File: src/inc/sba_pkg.sv
package sba_pkg;
    // Number of request/grant triples served as arbiter
    localparam int SBA_NUM_MASTERS = 3;
    // Index of the triple shared with own mastership
    localparam int SBA_PRIMARY_IDX = 0;
    // Reset values of the outputs (all signals active high inside the block)
    localparam logic SBA_GRANT_RST = 1'h0;
    localparam logic SBA_REQ_RST = 1'h0;
    // Index value meaning no master currently owns the bus
    localparam logic [1:0] SBA_OWNER_NONE = 2'h3;

    // Arbiter state, Gray coded along idle -> addr -> data only; idle -> data and data -> idle flip both bits
    typedef enum logic [1:0] {
        SBA_IDLE = 2'h0,
        SBA_ADDR = 2'h1,
        SBA_DATA = 2'h3
    } sba_state_type;
endpackage

File: src/hw/sba_sync.sv
// Two flip-flop synchroniser for pin inputs
module sba_sync import sba_pkg::*; #(
    parameter int WIDTH = 1
) (
    input wire logic clk,
    input wire logic sys_rst,
    input wire logic [WIDTH-1:0] din,
    output logic [WIDTH-1:0] dout
);
    typedef struct packed {
        logic [WIDTH-1:0] meta;
        logic [WIDTH-1:0] sync;
    } sba_sync_state_type;

    sba_sync_state_type st_q;
    sba_sync_state_type st_d;

    // First stage feeds only the second stage
    always_comb begin
        st_d.meta = din;
        st_d.sync = st_q.meta;
    end

    always_ff @(posedge clk or posedge sys_rst) begin
        if (sys_rst) begin
            st_q <= '0;
        end else begin
            st_q <= st_d;
        end
    end

    assign dout = st_q.sync;
endmodule

File: src/hw/sba_arbiter.sv
////////////////////////////////////////////////////////////////////////////////
// Summary of operation
// - As arbiter, take requests from and grant the bus to up to three masters.
// - Each master has its own request, grant and data grant triple.
// - Per triple, a setting says whether the master is a same-family device.
// - Triples two and three only serve external masters, never own requests.
// - Not arbiter: triple one drives own request, waits for grant and data grant.
module sba_arbiter import sba_pkg::*; #(
    parameter int NUM_MASTERS = SBA_NUM_MASTERS
) (
    input wire logic clk,
    input wire logic sys_rst,
    input wire logic arbiter_mode,
    input wire logic [NUM_MASTERS-1:0] same_family_master,
    input wire logic primary_bus_request,
    input wire logic ext_master2_request,
    input wire logic ext_master3_request,
    input wire logic bus_release,
    input wire logic own_bus_request,
    input wire logic primary_bus_grant_in,
    input wire logic primary_data_grant_in,
    output logic primary_bus_grant,
    output logic primary_data_grant,
    output logic primary_bus_request_out,
    output logic primary_bus_request_oe,
    output logic ext_master2_grant,
    output logic ext_master2_data_grant,
    output logic ext_master3_grant,
    output logic ext_master3_data_grant,
    output logic own_bus_owned,
    output logic [1:0] bus_owner
);
    if (NUM_MASTERS != SBA_NUM_MASTERS) begin : g_bad_count
        $error("sba_arbiter supports exactly three request triples");
    end

    typedef struct packed {
        sba_state_type state;
        logic [1:0] owner;
        logic [NUM_MASTERS-1:0] grant;
        logic [NUM_MASTERS-1:0] dgrant;
        logic own_req;
        logic own_owned;
    } sba_arb_state_type;

    sba_arb_state_type st_q;
    sba_arb_state_type st_d;

    logic [NUM_MASTERS-1:0] req_raw;
    logic [NUM_MASTERS-1:0] req_sync;
    logic [1:0] grt_sync;
    logic rel_sync;

    ////////////////////////////////////////////////////////////////////////////
    // Every pin input passes two flops; each master keeps its own line
    assign req_raw = {ext_master3_request, ext_master2_request, primary_bus_request};

    sba_sync #(.WIDTH(NUM_MASTERS)) u_req_sync (
        .clk(clk),
        .sys_rst(sys_rst),
        .din(req_raw),
        .dout(req_sync)
    );

    sba_sync #(.WIDTH(2)) u_grt_sync (
        .clk(clk),
        .sys_rst(sys_rst),
        .din({primary_data_grant_in, primary_bus_grant_in}),
        .dout(grt_sync)
    );

    sba_sync #(.WIDTH(1)) u_rel_sync (
        .clk(clk),
        .sys_rst(sys_rst),
        .din(bus_release),
        .dout(rel_sync)
    );

    ////////////////////////////////////////////////////////////////////////////
    // Next-state logic
    // Same-family masters get the data grant one cycle after the address grant
    // and release on their own signal; other masters get both at once and
    // release when their request drops. Priority is fixed: triple 1 first.
    always_comb begin
        st_d = st_q;
        st_d.grant = '0;
        st_d.dgrant = '0;
        if (arbiter_mode) begin
            st_d.own_req = SBA_REQ_RST;
            st_d.own_owned = 1'h0;
            case (st_q.state)
                SBA_IDLE: begin
                    st_d.owner = SBA_OWNER_NONE;
                    for (int i = NUM_MASTERS - 1; i >= 0; i--) begin
                        if (req_sync[i]) begin
                            st_d.owner = 2'(i);
                        end
                    end
                    if (st_d.owner != SBA_OWNER_NONE) begin
                        st_d.grant[st_d.owner] = 1'h1;
                        if (same_family_master[st_d.owner]) begin
                            st_d.state = SBA_ADDR;
                        end else begin
                            st_d.dgrant[st_d.owner] = 1'h1;
                            st_d.state = SBA_DATA;
                        end
                    end
                end
                SBA_ADDR: begin
                    st_d.grant[st_q.owner] = 1'h1;
                    st_d.dgrant[st_q.owner] = 1'h1;
                    st_d.state = SBA_DATA;
                end
                SBA_DATA: begin
                    st_d.grant[st_q.owner] = 1'h1;
                    st_d.dgrant[st_q.owner] = 1'h1;
                    if (same_family_master[st_q.owner] ? rel_sync
                                                       : !req_sync[st_q.owner]) begin
                        st_d.grant = '0;
                        st_d.dgrant = '0;
                        st_d.owner = SBA_OWNER_NONE;
                        st_d.state = SBA_IDLE;
                    end
                end
                default: begin
                    st_d.owner = SBA_OWNER_NONE;
                    st_d.state = SBA_IDLE;
                end
            endcase
        end else begin
            // Only the first triple carries the device's own request
            st_d.state = SBA_IDLE;
            st_d.owner = SBA_OWNER_NONE;
            st_d.own_req = own_bus_request;
            st_d.own_owned = own_bus_request && grt_sync[0] && grt_sync[1];
        end
    end

    always_ff @(posedge clk or posedge sys_rst) begin
        if (sys_rst) begin
            st_q.state <= SBA_IDLE;
            st_q.owner <= SBA_OWNER_NONE;
            st_q.grant <= '0;
            st_q.dgrant <= '0;
            st_q.own_req <= SBA_REQ_RST;
            st_q.own_owned <= 1'h0;
        end else begin
            st_q <= st_d;
        end
    end

    ////////////////////////////////////////////////////////////////////////////
    // Outputs straight from flops; triples 2 and 3 carry no own request
    assign primary_bus_grant = st_q.grant[SBA_PRIMARY_IDX];
    assign primary_data_grant = st_q.dgrant[SBA_PRIMARY_IDX];
    assign ext_master2_grant = st_q.grant[1];
    assign ext_master2_data_grant = st_q.dgrant[1];
    assign ext_master3_grant = st_q.grant[2];
    assign ext_master3_data_grant = st_q.dgrant[2];
    assign primary_bus_request_out = st_q.own_req;
    assign primary_bus_request_oe = st_q.own_req; // Drive only while requesting
    assign own_bus_owned = st_q.own_owned;
    assign bus_owner = st_q.owner;

    ////////////////////////////////////////////////////////////////////////////
    // Checks
    one_grant_a: assert property (@(posedge clk) disable iff (sys_rst)
        $onehot0(st_q.grant) && $onehot0(st_q.dgrant))
        else $error("more than one grant active");

    prio_order_a: assert property (@(posedge clk) disable iff (sys_rst)
        (arbiter_mode && st_q.state == SBA_IDLE && req_sync[0])
        |=> st_q.grant[0])
        else $error("first triple lost priority");

    grant_cause_a: assert property (@(posedge clk) disable iff (sys_rst)
        $rose(st_q.grant[1]) |-> $past(req_sync[1]) && !$past(req_sync[0]))
        else $error("grant without request");

    fam_delay_a: assert property (@(posedge clk) disable iff (sys_rst)
        ($rose(st_q.grant[0]) && same_family_master[0] && arbiter_mode)
        |-> !st_q.dgrant[0] ##1 st_q.dgrant[0])
        else $error("same-family data grant timing wrong");

    nonfam_same_a: assert property (@(posedge clk) disable iff (sys_rst)
        ($rose(st_q.grant[2]) && !same_family_master[2]) |-> st_q.dgrant[2])
        else $error("data grant missing with grant");

    ext_no_own_a: assert property (@(posedge clk) disable iff (sys_rst)
        !arbiter_mode |=> (st_q.grant == '0) && (st_q.dgrant == '0))
        else $error("grant driven while not arbiter");

    own_wait_a: assert property (@(posedge clk) disable iff (sys_rst)
        own_bus_owned |-> $past(grt_sync[0]) && $past(grt_sync[1]))
        else $error("own mastership without grants");

    own_req_a: assert property (@(posedge clk) disable iff (sys_rst)
        (!arbiter_mode && own_bus_request) |=> primary_bus_request_out)
        else $error("own request not driven");

    dedicated_a: assert property (@(posedge clk) disable iff (sys_rst)
        st_q.grant[1] |-> !st_q.dgrant[0] && !st_q.dgrant[2])
        else $error("data grant on foreign triple");
endmodule

File: config.mk
export PLATFORM = sky130hd
export DESIGN_NAME = sba_arbiter
export DESIGN_NICKNAME = d
export VERILOG_FILES = /design/src/inc/sba_pkg.sv /design/src/hw/sba_sync.sv /design/src/hw/sba_arbiter.sv
export SDC_FILE = /design/constraint.sdc
export NUM_CORES = 1
export LEC_CHECK = 0
export BUFFER_PORTS_ARGS = -buffer_cell sky130_fd_sc_hd__buf_2
export CORE_MARGIN = 2
export CORE_UTILIZATION = 46
export CTS_CLUSTER_SIZE = 24
export DETAILED_ROUTE_END_ITERATION = 7
export GPL_TIMING_DRIVEN = 0
export PLACE_DENSITY = 0.82
export SLEW_MARGIN = 20
export SYNTH_ARGS = -nofsm -noshare
export SYNTH_HDL_FRONTEND = slang
export SYNTH_SLANG_ARGS = --single-unit
File: constraint.sdc
create_clock -name clk -period 1.6 [get_ports clk]
set_input_delay 0.32 -clock clk [delete_from_list [all_inputs] [get_ports clk]]
set_output_delay 0.32 -clock clk [all_outputs]
set_load 0.1 [all_outputs]
# Yosys cells after proc, flatten, opt, wreduce, memory -nomap -nowiden
# Cells that the tools add are included.
[word_totals] ff_bits=24 inputBits=13 out_inout_bits=11 word_cells=57
[op_classes] magnitude_cmp=4 eq_ne=6 mux=27 reduce_logical=8
[ops] operator="6-bit case mux with 3 select lines" count=1
[ops] operator="2-bit 2-to-1 mux" count=7
[ops] operator="6-bit 2-to-1 mux" count=2
[ops] operator="2-bit case mux with 3 select lines" count=2
[ops] operator="10-bit 2-to-1 mux" count=1
[ops] operator="1-bit 2-to-1 mux" count=7
[ops] operator="1-bit binary-select mux with 2-bit select" count=3
[ops] operator="2-bit by 3-bit < comparator with 1-bit output, second input constant" count=2
[ops] operator="3-bit inequality test, second input constant" count=2
[ops] operator="1-bit demux with 2-bit select" count=2
[ops] operator="2-bit by 1-bit greater-or-equal comparator with 1-bit output, second input constant" count=2
[ops] operator="1-bit logical AND" count=4
[ops] operator="4-bit 2-to-1 mux" count=1
[ops] operator="2-bit inequality test, second input constant" count=2
[ops] operator="2-bit AND reduction" count=2
[ops] operator="3-bit 2-to-1 mux" count=1
[ops] operator="2-bit by 1-bit == test with 1-bit output, second input constant" count=1
[ops] operator="2-bit == test, second input constant" count=1
[ops] operator="2-bit logical NOT" count=1
[ops] operator="1-bit logical NOT" count=1

# Logic depth before layout (Yosys ltp)
# Gate-level depths: netlist (run 1).
[logic_depth] depth_word=13 ltp_mapped=6 ltp_nobuf=6

# Cells and area by module
# From an unflattened synthesis (run 1), not the netlist that was laid out.
[unflattened] hier_cells=86 hier_area_um2=1049.8
[by_module_without_submodules] module="sba_arbiter" instances=1 cells_each=71 area_per_inst_um2=738.2 seq_area_each_um2=302.8
[by_module_without_submodules] module="sba_sync (u_req_sync)" instances=1 cells_each=7 area_per_inst_um2=153.9 seq_area_each_um2=150.1
[by_module_without_submodules] module="sba_sync (u_grt_sync)" instances=1 cells_each=5 area_per_inst_um2=103.8 seq_area_each_um2=100.1
[by_module_without_submodules] module="sba_sync (u_rel_sync)" instances=1 cells_each=3 area_per_inst_um2=53.8 seq_area_each_um2=50.0

# Worst setup path after synthesis (run 1)
# No wires, ideal clock.
[synth_path] kind="reg2out" start="reg st_q, in the netlist primary_bus_request_oe" end="out primary_bus_request_out" t_arrival_ns=1.324 t_required_ns=1.280 setup_slack_ns=-0.044 path_stages_with_launch=2 n_path_buf=1 path_cell_list="dfrtp_1 -> buf_4"
[synth_rtl] element="from (decl)" line="sba_arbiter.sv:46" text="sba_arb_state_type st_q;"
[synth_rtl] element="from (signal assigned)" line="sba_arbiter.sv:148" text="st_q <= st_d;"
[synth_rtl] element="to (decl)" line="sba_arbiter.sv:24" text="output logic primary_bus_request_out,"
# No word-level cell between the ends.

# Final worst setup path (run 1)
[layout_path] start="reg st_q[10] (netlist name)" end="reg st_q[11] (netlist name)"
[layout_between] elab_chain_len=3 word_cells_on_any_way=8 classes_between="eq/ne (4); mux (2); reduce/logical (2)"
[layout_lines] element="2-bit == test (tied with other cells)" line="sba_arbiter.sv:91" text="case (st_q.state)"
[layout_lines] element="2-bit case mux with 3 select lines / 3-bit inequality test (equally long branches)"
[layout_lines] element="4-bit 2-to-1 mux / 2-bit AND reduction (equally long branches)"
# Several ways; a longest one is shown, not always the timed one.
# A chain may end at the register's enable or synchronous reset.

==> metrics.txt, run 1 <==
drt via density=5.33; Rel. slew slack=43.5%; Cells after Synth=91; Peak VDD IR=979 uV; synth warn=0; GRT Util Overall=19.9%; most frequent cells in the layout=dfrtp_1 (20), buf_2 (20), buf_4 (11); GRT Residual Overflow=0; row cnt=17; endpoint class of the critical path=flop; placed instance count=141; Post-Layout Cell Count=153; Final Cycle Share=107%; WP data required=1.79 ns; # clock sinks=24; Clock Path Buffers=2; dpl hpwl=1.53 mm; share of cells above drive strength 1=47.2%; port bufs=22; Pins Over Slew Limit=0; residual DRC count=0; Net count, final=143; DRT antenna net count=0; pin count of the biggest net entering global routing=25; vias in the first global route=793; Finish-stage setup viols=9; crit path time final=1.71 ns; Setup WS post-layout=-0.110 ns; max cap viols=0; Seq/Total Area, Yosys=56.5%; Hold WC Path Type=in2reg; Die Height=52.2 um; Crit Path Category=reg2reg; TritonCTS clock tree=built; io pins=24; Synth Net Count=108; Die X=52.2 um; final hold slack=0.0922 ns; Cell Area, Synth=1070 um2; post-synth cell types=35; area delta synth->final=36.3%; RSZ-0062 raised after global routing=yes; Cell Pwr Density=1590 nW/um2; Tightest Pin Transition=0.846 ns; DR WL/cell=15.5 um; diode count=0; Iteration-0 DRC Markers=6; Syn Area/Cell=11.7 um2; Max Fclk=585 MHz; Die ar.=2720 um2; TritonRoute pass-1 iters=4; Clk pin slew, worst setup/hold paths=0.13 ns; Root Driver=clkbuf_4; routability cong.=0.892; skew final=0.00983 ns; crit path DAT=1.90 ns; r2r startpoint=st_q[10]; DRT Wirelength=2.38 mm; Final Hold Viols=0; RR Endpoint=st_q[11]; Leak=0.000708 uW; flops & latches, synth=24; clock latency on the worst-skew pair=0.32 ns; routed via count=815; total CTS buffers=3; CP max FO=5; first-pass GRT wire length=3.71 mm; Total Power=2320 uW; FF-to-FF setup slack=-0.11 ns; crit path to=st_q[11]; core footprint=2210 um2; H-tree depth=1; status=finished with violations; r2r worst-path depth=6; startpoint types=flop; initial antenna violation count=0; Crit. Startpoint=st_q[10]; Initial Utilization=48.2%; failing checks=negative setup slack
## sequential cells by signal, indices dropped and copies added (netlist names)
signal	flops
ext_master3_data_grant	1
u_rel_sync.st_d	1
u_grt_sync.dout	2
u_rel_sync.dout	1
ext_master2_grant	1
u_req_sync.dout	3
st_q	2
primary_bus_request_oe	1
primary_bus_grant	1
primary_data_grant	1
ext_master2_data_grant	1
ext_master3_grant	1
u_grt_sync.st_d	2
own_bus_owned	1
bus_owner	2
u_req_sync.st_d	3
## cells in the mapped netlist, drive strengths merged
library cell | count | share of area [%]
dfrtp | 22 | 52
nor2b | 6 | 3.5
a21oi | 4 | 1.9
buf | 4 | 2.6
ha | 4 | 4.7
inv | 4 | 1.4
nand2 | 4 | 1.4
nor2 | 4 | 1.4
nor3 | 4 | 2.3
mux2i | 3 | 2.8
nand2b | 3 | 1.8
and3b | 2 | 1.6
dfstp | 2 | 4.9
nand3 | 2 | 0.94
nand3b | 2 | 1.4
nor3b | 2 | 1.4
o21ai | 2 | 0.94
o311ai | 2 | 1.6
o41ai | 2 | 1.6
a21bo | 1 | 0.94
a221oi | 1 | 0.82
a2bb2oi | 1 | 0.82
and2 | 1 | 0.59
and3 | 1 | 0.59
clkbuf | 1 | 0.35
o211a | 1 | 0.94
o21a | 1 | 0.70
o21bai | 1 | 0.70
o31ai | 1 | 0.70
o32ai | 1 | 1.5
or2 | 1 | 0.59
or3b | 1 | 0.82
## logic make-up (layout without fill, tap and decap cells)
| group | count (synthesis) | count (layout) | synth area share (%) |
|---|---|---|---|
| compound gates | 18 | 18 | 13.2 |
| fa+ha+maj | 4 | 4 | 4.69 |
| buf+inv | 9 | 43 | 4.34 |
| flops | 24 | 24 | 56.5 |
| mux | 3 | 3 | 2.81 |
| simple gates | 33 | 33 | 18.4 |
## where the power goes
group	internal [uW]	leakage (uW)	switching (uW)	total, uW
Sequential	701	0.000293	64.6	766
Clock	139	0.0000210	176	315
Combinational	468	0.000394	768	1240
## per-stage QoR
step | worst slack, ns | setup TNS (ns) | utilization, % | instance area, um2
after floorplan | -0.00888 | -0.0178 | - | 1070
after global placement | -0.159 | -1.10 | 54.9 | 1210
after detailed placement | -0.232 | -1.67 | 54.9 | 1210
after CTS | -0.0943 | -0.158 | 64.4 | 1420
after global routing | -0.186 | -1.12 | 65.8 | 1460
final | -0.110 | -0.353 | 65.8 | 1460
## per-layer routing
| layer | share of wire (%) | GRT usage (%) | wire length (um) | vias up |
|---|---|---|---|---|
| met5 | 0 | 0 | 0 | - |
| met4 | 1.8 | 8.97 | 42 | 0 |
| met1 | 41 | 24.1 | 976 | 402 |
| met3 | 4.0 | 5.14 | 96 | 5 |
| li1 | - | - | - | 385 |
| met2 | 53 | 33.1 | 1260 | 23 |
## timing repair
action,in CTS,in global routing
pin swaps,8,5
setup endpoints to repair,12,12
buffers inserted,6,2
hold buffers,0,0
resized for setup,24,4
gates cloned,0,0
## worst min path at each step
stage | start | to | slack, ns | cells past startpoint
2_1_floorplan | sys_rst | ext_master2_data_grant | 0.33 | 1
3_3_place_gp | u_req_sync.st_d[0] | u_req_sync.dout[0] | 0.33 | 0
3_5_place_dp | u_grt_sync.st_d[1] | u_grt_sync.dout[1] | 0.33 | 0
4_1_cts | bus_release | u_rel_sync.st_d[0] | 0.09 | 1
5_1_grt | ext_master2_request | u_req_sync.st_d[1] | 0.08 | 1
6_report | bus_release | u_rel_sync.st_d[0] | 0.09 | 1
## critical path, stage by stage (launching register included)
cell and delay, ns:
dfrtp_1 0.43, ha_4 0.17, or3b_4 0.39, o32ai_4 0.23
buf_4 0.20, nor3_4 0.04, mux2i_1 0.12
## area by class of cell
type,count,area (um2)
tap,28,35.0
timing repair buffer,30,186
clock buffer,4,36.3
buffer,5,37.5
fill,176,757
inverter,4,15.0
sequential,24,606
multi-input combinational,58,539
Note: power is estimated with default switching activity, not from simulation.
==> inputs of run 2 (changes only) <==
CAP_MARGIN = 20   (was not set)
CORE_UTILIZATION = 51   (was 46)
PLACE_DENSITY = 0.86   (was 0.82)
clock period = 1.8 ns   (was 1.6 ns; I/O delays follow)
==> metrics.txt, run 2 (same netlist as run 1, synthesis figures left out) <==
DR WL/cell=14.4 um; GRT Residual Overflow=0; first-pass GRT wire length=3.37 mm; routed via count=815; area delta synth->final=27.9%; Worst path slowest cell=dfstp_2; CP cell instances=clkbuf_4 > mux2i_4 > o32ai_4 > nor3_4 > mux2i_1; endpoint class of the critical path=flop; H-tree depth=1; fillers=165; Iteration-0 DRC Markers=22; FF-to-FF setup slack=0.06 ns; routability cong.=0.876; CP max stage delay=0.55 ns; final hold slack=0.134 ns; Peak VDD IR=1000 uV; dpl hpwl=1.42 mm; port bufs=22; Tightest Pin Transition=0.852 ns; CP max FO=9; design area=1370 um2; Sum Neg Setup Slack=0 ns; skew final=0.000763 ns; clock latency on the worst-skew pair=0.32 ns; Die ar.=2470 um2; pin count of the biggest net entering global routing=25; Final Hold Viols=0; TritonCTS clock tree=built; share of cells above drive strength 1=37.8%; Die X=49.7 um; DRT antenna net count=0; Max Fclk=573 MHz; residual DRC count=0; startpoint types=flop; r2r worst-path depth=5; worst hold endpoint=u_req_sync.st_d[1]; row cnt=16; GRT Util Overall=17.9%; Net count, final=137; Hold WC Path Type=in2reg; TritonRoute pass-1 iters=4; Rel. slew slack=43.1%; Root Driver=clkbuf_4; Leak=0.000674 uW; Cell Pwr Density=1450 nW/um2; diode count=0; min-delay src=ext_master2_request; Pins Over Slew Limit=0; initial antenna violation count=0; status=finished clean; DRT Wirelength=2.10 mm; Finish-stage setup viols=0; io pins=24; r2r startpoint=bus_owner[1]; most frequent cells in the layout=dfrtp_1 (22), buf_2 (21), nor2b_1 (6); core footprint=1960 um2; vias in the first global route=821; cts hold-fix bufs=0; Die Height=49.7 um; total CTS buffers=3; most common cell after layout, fill and taps aside=dfrtp_1; Initial Utilization=54.4%; Clock Path Buffers=2; crit path DAT=1.99 ns; crit path time final=1.74 ns; max cap viols=0; Crit Path Category=reg2reg; RSZ-0062 raised after global routing=yes; Final Cycle Share=96.9%; Clk pin slew, worst setup/hold paths=0.13 ns; WP data required=2.05 ns; # clock sinks=24; Final Util=69.6%; drt via density=5.58; Post-DP Area=1210 um2; RR Endpoint=st_q[11]; WHS Path Cells=1
## run 2: layout make-up
class / count / area [um2] / area share, %
sequential: 24 / 603 / 44.2
multi-input combinational: 58 / 499 / 36.6
timing repair buffer: 24 / 128 / 9.35
buffer: 5 / 33.8 / 2.47
tap: 27 / 33.8 / 2.47
clock inverter: 1 / 30.0 / 2.20
clock buffer: 3 / 22.5 / 1.65
inverter: 4 / 15.0 / 1.10
## run 2: where the power goes
group / switching (uW) / internal, uW
Clock: 164 / 225
Sequential: 58.5 / 623
Combinational: 614 / 288
Total: 837 / 1140
## run 2: worst max-delay path, delay by kind of cell (launching register included)
| family | cells | cell delay (ns) |
|---|---|---|
| buffers and inverters | 1 | 0.21 |
| AOI/OAI and AO/OA | 1 | 0.16 |
| and+or+nand+nor | 1 | 0.26 |
| DFF | 1 | 0.55 |
| muxes | 2 | 0.50 |
## run 2: how the worst max path moves through the flow
stage / end / startpoint / cells past startpoint / slack [ns]
6_report: st_q[11] / bus_owner[1] / 5 / 0.06
4_1_cts: primary_data_grant / st_q[11] / 5 / -0.05
3_3_place_gp: st_q[11] / bus_owner[1] / 5 / 0.05
5_1_grt: st_q[11] / st_q[10] / 7 / -0.04
2_1_floorplan: primary_bus_request_out / primary_bus_request_oe / 1 / 0.12
3_5_place_dp: st_q[11] / bus_owner[1] / 5 / -0.04
## run 2: timing repair
action / 4_1_cts / 5_1_grt
setup endpoints to repair: 4 / 11
setup buffers: 0 / 2
pin swaps: 0 / 3
gates resized for setup: 2 / 12
## run 2: through the flow
stage | power (uW) | instances | setup WS, ns
finish | 1970 | 146 | 0.0551
global route | 2080 | 146 | -0.0421
CTS | 1860 | 144 | -0.0525
detailed placement | 1470 | 140 | -0.0399
global placement | 1460 | 140 | 0.0476
floorplan | 1330 | 91 | 0.116
## run 2: per-layer routing
| metal | wire [um] | GRT usage (%) | vias up |
|---|---|---|---|
| met5 | 0 | 0 | - |
| met4 | 44 | 6.94 | 0 |
| met3 | 124 | 4.24 | 8 |
| met2 | 1130 | 31.8 | 35 |
| met1 | 799 | 20.8 | 399 |
| li1 | - | - | 373 |
